**src/design/cieg_pkg.sv**
```systemverilog
// Shared constants and carrier types for the CPU interrupt enable gate
// Assumes a single 40 MHz CPU clock and a synchronous active-high reset
package cieg_pkg;

    // Register geometry
    localparam int CIEG_WIDTH      = 16;                // Enable and flag width
    localparam int CIEG_LVL_W      = 4;                 // Level index width
    localparam int CIEG_RTOS_BIT   = 15;                // Real-time OS level
    localparam int CIEG_DLOG_BIT   = 14;                // Data-logging level
    localparam int CIEG_NUM_TOP    = 13;                // Numbered level 14
    localparam int CIEG_NUM_BOTTOM = 0;                 // Numbered level 1

    // Reset values and encodings
    localparam logic [15:0] CIEG_ENABLE_RESET = 16'h0000; // All levels off
    localparam logic [15:0] CIEG_FLAG_RESET   = 16'h0000; // Nothing pending
    localparam logic [15:0] CIEG_ONE_HOT_BASE = 16'h0001; // Bit 0 select
    localparam logic [15:0] CIEG_ALL_ZERO     = 16'h0000; // Empty mask
    localparam logic [3:0]  CIEG_LVL_ZERO     = 4'h0;     // Level index 0
    localparam logic        CIEG_BIT_ON       = 1'b1;     // Level enabled
    localparam logic        CIEG_BIT_OFF      = 1'b0;     // Level disabled

    // Instruction kinds issued by the CPU pipeline
    typedef enum logic [2:0] {
        CIEG_OP_NONE,                                   // No effect
        CIEG_OP_SET,                                    // OR into enables
        CIEG_OP_CLEAR,                                  // AND into enables
        CIEG_OP_SOFTWARE_LEVEL_REQUEST_INSTR,                                   // Software level request
        CIEG_OP_TRAP                                    // Trap request
    } cieg_op_t;

    // Instruction carrier
    typedef struct packed {
        logic            valid;                         // One-cycle strobe
        cieg_op_t        op;                            // Instruction kind
        logic [15:0]     operand;                       // Set or clear mask
        logic [3:0]      level;                         // Level for SOFTWARE_LEVEL_REQUEST_INSTR/TRAP
    } cieg_instr_t;

    // Pending flag write carrier
    typedef struct packed {
        logic            valid;                         // One-cycle strobe
        logic [15:0]     data;                          // Zeros clear flags
    } cieg_flag_wr_t;

    // Acknowledge carrier towards the sequencer
    typedef struct packed {
        logic            valid;                         // One-cycle pulse
        logic [3:0]      level;                         // Acknowledged bit
    } cieg_ack_t;

endpackage : cieg_pkg

```
**src/design/cieg_pending_flags.sv**
```systemverilog
// Pending flag register, one sticky bit per maskable level
// Assumes set pulses from request sources and clear masks from the CPU
`timescale 1ns/1ps

module cieg_pending_flags (
    // Clock and reset
    input  wire logic        clk_in,
    input  wire logic        rst_in,
    // Set and clear masks
    input  wire logic [15:0] set_in,
    input  wire logic [15:0] clear_in,
    // Current flags
    output logic [15:0]      flags_out
);
    import cieg_pkg::*;

    logic [15:0] flag_reg;                              // Sticky pending bits

    // One flop per level; a new request beats a clear in the same cycle
    for (genvar i = 0; i < CIEG_WIDTH; i++) begin : g_flag
        always_ff @(posedge clk_in) begin
            if (rst_in) begin
                flag_reg[i] <= CIEG_FLAG_RESET[i];      // Nothing pending
            end else if (set_in[i]) begin
                flag_reg[i] <= CIEG_BIT_ON;
            end else if (clear_in[i]) begin
                flag_reg[i] <= CIEG_BIT_OFF;
            end
        end
    end

    assign flags_out = flag_reg;

endmodule : cieg_pending_flags

```
**src/design/cieg_level_pick.sv**
```systemverilog
// Picks the highest-priority eligible level from a 16-bit vector
// Assumes lower bit index means higher priority, bit 15 lowest
`timescale 1ns/1ps

module cieg_level_pick (
    // Candidate levels
    input  wire logic [15:0] eligible_in,
    // Result
    output logic             any_out,
    output logic [3:0]       index_out
);
    import cieg_pkg::*;

    // Scan downward so the lowest set bit is the last to win
    always_comb begin
        any_out   = |eligible_in;
        index_out = CIEG_LVL_ZERO;
        for (int i = CIEG_WIDTH - 1; i >= 0; i--) begin
            if (eligible_in[i]) begin
                index_out = 4'(i);
            end
        end
    end

endmodule : cieg_level_pick

```
**src/design/cieg_top.sv**
```systemverilog
// CPU interrupt enable register with acknowledge gating
// Assumes all inputs are synchronous to SYS_CLK_IN (40 MHz)
// Assumes the sequencer samples ACK_OUT one cycle after ACK_READY_IN
`timescale 1ns/1ps

module cieg_top (
    // Clock and reset
    input  wire logic                  SYS_CLK_IN,
    input  wire logic                  SRST_IN,
    // CPU instruction strobe
    input  wire cieg_pkg::cieg_instr_t   INSTR_IN,
    // Pending flag writes from the CPU
    input  wire cieg_pkg::cieg_flag_wr_t FLAG_WR_IN,
    // Request pulses from interrupt sources
    input  wire logic [15:0]           LEVEL_REQ_IN,
    // Sequencer side
    input  wire logic                  GLOBAL_IRQ_MASK_IN,
    input  wire logic                  ACK_READY_IN,
    input  wire logic                  NMI_IN,
    // Register views
    output logic [15:0]                LEVEL_ENABLE_OUT,
    output logic [15:0]                PENDING_FLAG_OUT,
    // Acknowledge and non-maskable path
    output cieg_pkg::cieg_ack_t        ACK_OUT,
    output logic                       NMI_REQ_OUT
);
    import cieg_pkg::*;

    // Enable register state
    logic [15:0] level_enable_reg;                      // One bit per level
    logic [15:0] level_enable_next;                     // Next enable value
    // Pending flags and eligibility
    logic [15:0] pending_flags;                         // Flag register view
    logic [15:0] eligible;                              // Ackable levels
    logic        any_eligible;                          // Some level ackable
    logic [3:0]  pick_index;                            // Winning level
    // Acknowledge path
    logic        ack_fire;                              // Ack issued now
    logic [15:0] ack_clr_mask;                          // Serviced level bit
    logic [15:0] software_level_request_instr_clr_mask;                         // SOFTWARE_LEVEL_REQUEST_INSTR level bit
    logic [15:0] auto_clr_mask;                         // All auto-clears
    logic [15:0] flag_clr_mask;                         // Flag clear sources
    cieg_ack_t   ack_reg;                               // Registered ack
    logic        nmi_req_reg;                           // Ungated NMI copy
    // Decoded instruction strobes
    logic        instr_set;                             // Set instruction
    logic        instr_clear;                           // Clear instruction
    logic        instr_software_level_request_instr;                            // Software request
    logic        instr_trap;                            // Trap request

    // Instruction decode
    // Only one kind can be valid per cycle; op NONE decodes to nothing
    always_comb begin
        instr_set   = INSTR_IN.valid && (INSTR_IN.op == CIEG_OP_SET);
        instr_clear = INSTR_IN.valid && (INSTR_IN.op == CIEG_OP_CLEAR);
        instr_software_level_request_instr  = INSTR_IN.valid && (INSTR_IN.op == CIEG_OP_SOFTWARE_LEVEL_REQUEST_INSTR);
        instr_trap  = INSTR_IN.valid && (INSTR_IN.op == CIEG_OP_TRAP);
    end

    // A level is eligible only when enabled, pending and unmasked.
    // All sixteen bits take part, numbered, RTOS and logging levels alike,
    // and only a one in the enable register lets a level through
    always_comb begin
        eligible = level_enable_reg & pending_flags;
        if (GLOBAL_IRQ_MASK_IN) begin
            eligible = CIEG_ALL_ZERO;
        end
    end

    // Priority pick among eligible levels; lowest bit index wins, so
    // level one beats level fourteen and the RTOS level comes last
    cieg_level_pick cieg_level_pick_inst (
        .eligible_in (eligible),
        .any_out     (any_eligible),
        .index_out   (pick_index)
    );

    // Acknowledge when the sequencer is ready
    assign ack_fire = ACK_READY_IN && any_eligible;

    // Masks of bits cleared by hardware service and software request
    // Trap requests are left out on purpose: the handler clears by hand
    always_comb begin
        ack_clr_mask  = CIEG_ALL_ZERO;
        software_level_request_instr_clr_mask = CIEG_ALL_ZERO;
        if (ack_fire) begin
            ack_clr_mask = CIEG_ONE_HOT_BASE << pick_index;
        end
        if (instr_software_level_request_instr) begin
            software_level_request_instr_clr_mask = CIEG_ONE_HOT_BASE << INSTR_IN.level;
        end
        auto_clr_mask = ack_clr_mask | software_level_request_instr_clr_mask;
    end

    // Next enable value: instruction first, auto-clear on top
    // Applying the auto-clear last means a set of the acked bit in the same
    // cycle leaves it clear, so one request is never serviced twice
    always_comb begin
        level_enable_next = level_enable_reg;
        case (1'b1)
            instr_set: begin
                level_enable_next = level_enable_reg | INSTR_IN.operand;
            end
            instr_clear: begin
                level_enable_next = level_enable_reg & INSTR_IN.operand;
            end
            default: begin
                level_enable_next = level_enable_reg;
            end
        endcase
        level_enable_next = level_enable_next & ~auto_clr_mask;
    end

    // Enable register, cleared by reset
    always_ff @(posedge SYS_CLK_IN) begin
        if (SRST_IN) begin
            level_enable_reg <= CIEG_ENABLE_RESET;
        end else begin
            level_enable_reg <= level_enable_next;
        end
    end

    // Flag clear sources: zero writes, service and software request
    always_comb begin
        flag_clr_mask = auto_clr_mask;
        if (FLAG_WR_IN.valid) begin
            flag_clr_mask = flag_clr_mask | ~FLAG_WR_IN.data;
        end
    end

    // Pending flag register; a request beats any clear in the same cycle,
    // so a source that fires while its level is serviced is not lost
    cieg_pending_flags cieg_pending_flags_inst (
        .clk_in    (SYS_CLK_IN),
        .rst_in    (SRST_IN),
        .set_in    (LEVEL_REQ_IN),
        .clear_in  (flag_clr_mask),
        .flags_out (pending_flags)
    );

    // Acknowledge register towards the sequencer
    // The level field follows the pick every cycle; it only counts with valid
    always_ff @(posedge SYS_CLK_IN) begin
        if (SRST_IN) begin
            ack_reg.valid <= CIEG_BIT_OFF;
            ack_reg.level <= CIEG_LVL_ZERO;
        end else begin
            ack_reg.valid <= ack_fire;
            ack_reg.level <= pick_index;
        end
    end

    // Non-maskable request passes with no enable term
    // Neither the enables nor the global mask reach this path
    always_ff @(posedge SYS_CLK_IN) begin
        if (SRST_IN) begin
            nmi_req_reg <= CIEG_BIT_OFF;
        end else begin
            nmi_req_reg <= NMI_IN;
        end
    end

    // Register views; bit layout follows level numbering
    // Bit 15 is the RTOS level, bit 14 data logging, bit n-1 level n
    assign LEVEL_ENABLE_OUT = level_enable_reg;
    assign PENDING_FLAG_OUT = pending_flags;
    assign ACK_OUT          = ack_reg;
    assign NMI_REQ_OUT      = nmi_req_reg;
endmodule : cieg_top

```
**config.mk**
```make
export PLATFORM = sky130hd
export DESIGN_NAME = cieg_top
export DESIGN_NICKNAME = d
export VERILOG_FILES = /design/src/design/cieg_pkg.sv /design/src/design/cieg_pending_flags.sv /design/src/design/cieg_level_pick.sv /design/src/design/cieg_top.sv
export SDC_FILE = /design/constraint.sdc
export NUM_CORES = 1
export LEC_CHECK = 0
export BUFFER_PORTS_ARGS = -buffer_cell sky130_fd_sc_hd__buf_2
export CORE_MARGIN = 4
export CORE_UTILIZATION = 46
export CTS_CLUSTER_DIAMETER = 30
export DETAILED_ROUTE_END_ITERATION = 12
export GPL_TIMING_DRIVEN = 1
export PLACE_DENSITY = 0.86
export REMOVE_ABC_BUFFERS = 1
export SLEW_MARGIN = 20
export SYNTH_ARGS = -nofsm -noshare
export SYNTH_HDL_FRONTEND = slang
export SYNTH_SLANG_ARGS = --single-unit
```
**constraint.sdc**
```tcl
create_clock -name SYS_CLK_IN -period 2.2 [get_ports SYS_CLK_IN]
set_input_delay 0.22 -clock SYS_CLK_IN [delete_from_list [all_inputs] [get_ports SYS_CLK_IN]]
set_output_delay 0.22 -clock SYS_CLK_IN [all_outputs]
set_load 0.1 [all_outputs]
```
==> impl_results.md <==
* Total negative slack at 0 ns
* Vias at 2478
* Power density over cell area at 704.8 mW/mm^2
* Commonest non-fill, non-tap cells in the layout: 99 x buf_2, 38 x dfxtp_1, 28 x nand2_1
* Die height at ~76 um
* Final setup viols at 0
* Skew-Pair Late Insertion Delay at 0.30 ns
* Tcrit/Tclk final at 91.67%
* # resized after CTS at 0
* DRC at 0
* CTS buffer count at 5
* Starting density of the core at 48.10%
* Die area at 0.005767 mm^2
* Min-Delay Path Class: in2reg
* Status: finished, final reports clean
* Total wire length at 6943 um
* CTS Hold Bufs at 0
* H-tree depth at 2
* Final net count at between 400 and 500
* Routability congestion estimate from global placement at 0.9603
* Clk sinks at 38
* Highest clock rate at 0.4959 GHz
* Post-route setup slack at 0.1833 ns
* Via density at approximately 5.9
* P&R area growth vs syn at 33.41%
* Final Max Slew Viols at 0
* LEAKAGE at around 1.3 nW
* Global-route wire length before repair at between 10000 and 15000 um
* Routed WL per cell at 16.45 um
* Die W at 75.94 um
* Slew @ Worst Pin at ~0.77 ns
* Most common cell after layout, fill and taps aside: buf_2
* ANT nets after route at 0
* Overall Power at 1.997 mW
* CP Data Required Time at 2.39 ns
* Initial antenna violation count at 0
* Diode count at 0
* Hold depth at 2
* Post-layout min period at 2.017 ns
* Reg2reg path depth at 7
* HP Start: NMI_IN
* CTS tree: built
* Post-synth top flop: dfxtp_1
* Synth cell types at 53
* Max clock buf depth at 2
* Layout cells sized above 1 at 34.32%
* Worst Path Arrival at 2.20 ns
* Critical path type: reg2reg
* Clk pin slew, worst setup/hold paths at 0.08 ns
* Vias in the first global route at 2344
* Avg Cell Area, Syn at about 7.9 um^2
* Total Routing Usage GR at 23.39%
* Max FO, Critical Path at 10
* Largest net degree at the start of global routing at 42
* Post-synth EDFFs at 0
* Final core utilization at between 60 and 70%
* Initial DRC count at about 170
* # rows at 24
* I/O Pins at 100
* Pre-CTS setup slack at around 0.14 ns
* Final-report hold violation count at 0
* Rel. slew slack at 48.96%
* 1st-pass router iterations at 5
* Post-synth ARST share at 0%
* Area of the mapped netlist at 0.002123 mm^2
* IR drop worst, VDD at 0.3331 mV
* Synth Register Bits at 38
* HPWL after DPL at around 5400 um
* Root Buffer: clkbuf_8
* RR Startpoint: LEVEL_ENABLE_OUT[14]
* Post-CTS Setup Bufs at 0
* Clk_skew at 0.006150 ns
* CP Launch Type: register
* Critical path origin: LEVEL_ENABLE_OUT[14]
* I/O Buffers at 99
* Worst setup EP type: register
* Yosys warns at 0
* Seq/Total Area, Yosys at 35.83%
* WHS at 0.1233 ns
* Max-Cap Viols at 0
* Core area at 0.004414 mm^2
* Total congestion overflow at 0
* Cells after synthesis at between 200 and 300
* RSZ-0062 raised after global routing: false
[synthesized netlist by cell type (2+ instances only)]
cell type / n / share of area [%]
o41ai_2: 2 / 1.5
o2111ai_1: 2 / 0.83
nand2_1: 28 / 4.9
nor3_1: 11 / 2.6
nand2b_1: 9 / 2.7
a22oi_1: 5 / 1.8
a31oi_1: 5 / 1.5
a21o_1: 2 / 0.71
inv_1: 13 / 2.3
clkbuf_1: 8 / 1.4
nand3_1: 4 / 0.94
nor2_1: 22 / 3.9
nor4b_1: 2 / 0.83
a32o_1: 2 / 0.94
nor4b_2: 2 / 1.4
o22ai_1: 8 / 2.4
dfxtp_1: 38 / 36
o21ai_0: 22 / 5.2
a22o_1: 3 / 1.2
o31ai_1: 2 / 0.71
and3_1: 2 / 0.59
nor4_1: 7 / 2.1
o211ai_1: 3 / 1.1
nor2b_1: 5 / 1.5
buf_1: 2 / 0.35
a221oi_1: 2 / 0.83
nor3b_1: 2 / 0.71
or3_1: 3 / 0.88
a21oi_1: 22 / 5.2
and2_1: 3 / 0.88
a211oi_1: 4 / 1.4
o21a_1: 4 / 1.4
[final cells by class]
class | instances | area [um^2]
clock buffer | 6 | 82.58
clock inverter | 2 | 60.06
fill | 392 | 1582
inverter | 13 | 48.80
multi-input combinational | 208 | 1290
sequential | 38 | 760.7
tap | 52 | 65.06
timing repair buffer | 103 | 525.5
[flip-flops by register name (all words and copies together), names as in the netlist]
register and cells:
LEVEL_ENABLE_OUT 16, cieg_pending_flags_inst.flags_out 16, ACK_OUT 5, NMI_REQ_OUT 1
[routing by layer]
layer	global-route usage [%]	up-vias	wire length (um)
met2	38.18	99	3238
met4	3.915	0	63
met5	0	-	0
met3	6.043	7	511
li1	-	1209	-
met1	31.38	1163	3129
[worst paths after layout]
check	end	slack [ns]
hold / removal	NMI_REQ_OUT	0.12
hold reg to reg	cieg_pending_flags_inst.flags_out[2]	0.52
setup / recovery	LEVEL_ENABLE_OUT[14]	0.18
setup reg to reg	LEVEL_ENABLE_OUT[14]	0.18
[power breakdown]
group | leakage (nW) | switching (mW) | internal, mW
Clock | 0.0714 | 0.255 | 0.484
Sequential | 0.312 | 0.0358 | 0.722
Combinational | 0.877 | 0.380 | 0.120
[worst max-delay path, cell delays in order, from the launching register on]
cell       delay (ns)
dfxtp_1          0.34
a22oi_1          0.36
o2111ai_1        0.18
a31oi_1          0.25
buf_4            0.21
nand2b_1         0.17
a21oi_2          0.06
nor4_1           0.33
[through the flow]
stage | std cells | area, um^2
2_1_floorplan | 259 | 2078
3_3_place_gp | 414 | 2669
3_5_place_dp | 414 | 2669
4_1_cts | 422 | 2811
5_1_grt | 422 | 2833
6_report | 422 | 2833
[logic make-up (layout without fill, tap and decap cells)]
group | count (synthesis) | after routing | share of synthesized area (%)
compound gates | 103 | 103 | 33.83
buf+inv | 24 | 124 | 4.420
flops | 38 | 38 | 35.83
simple gates | 105 | 105 | 25.93
No activity file was read; power rests on OpenSTA's default activity.
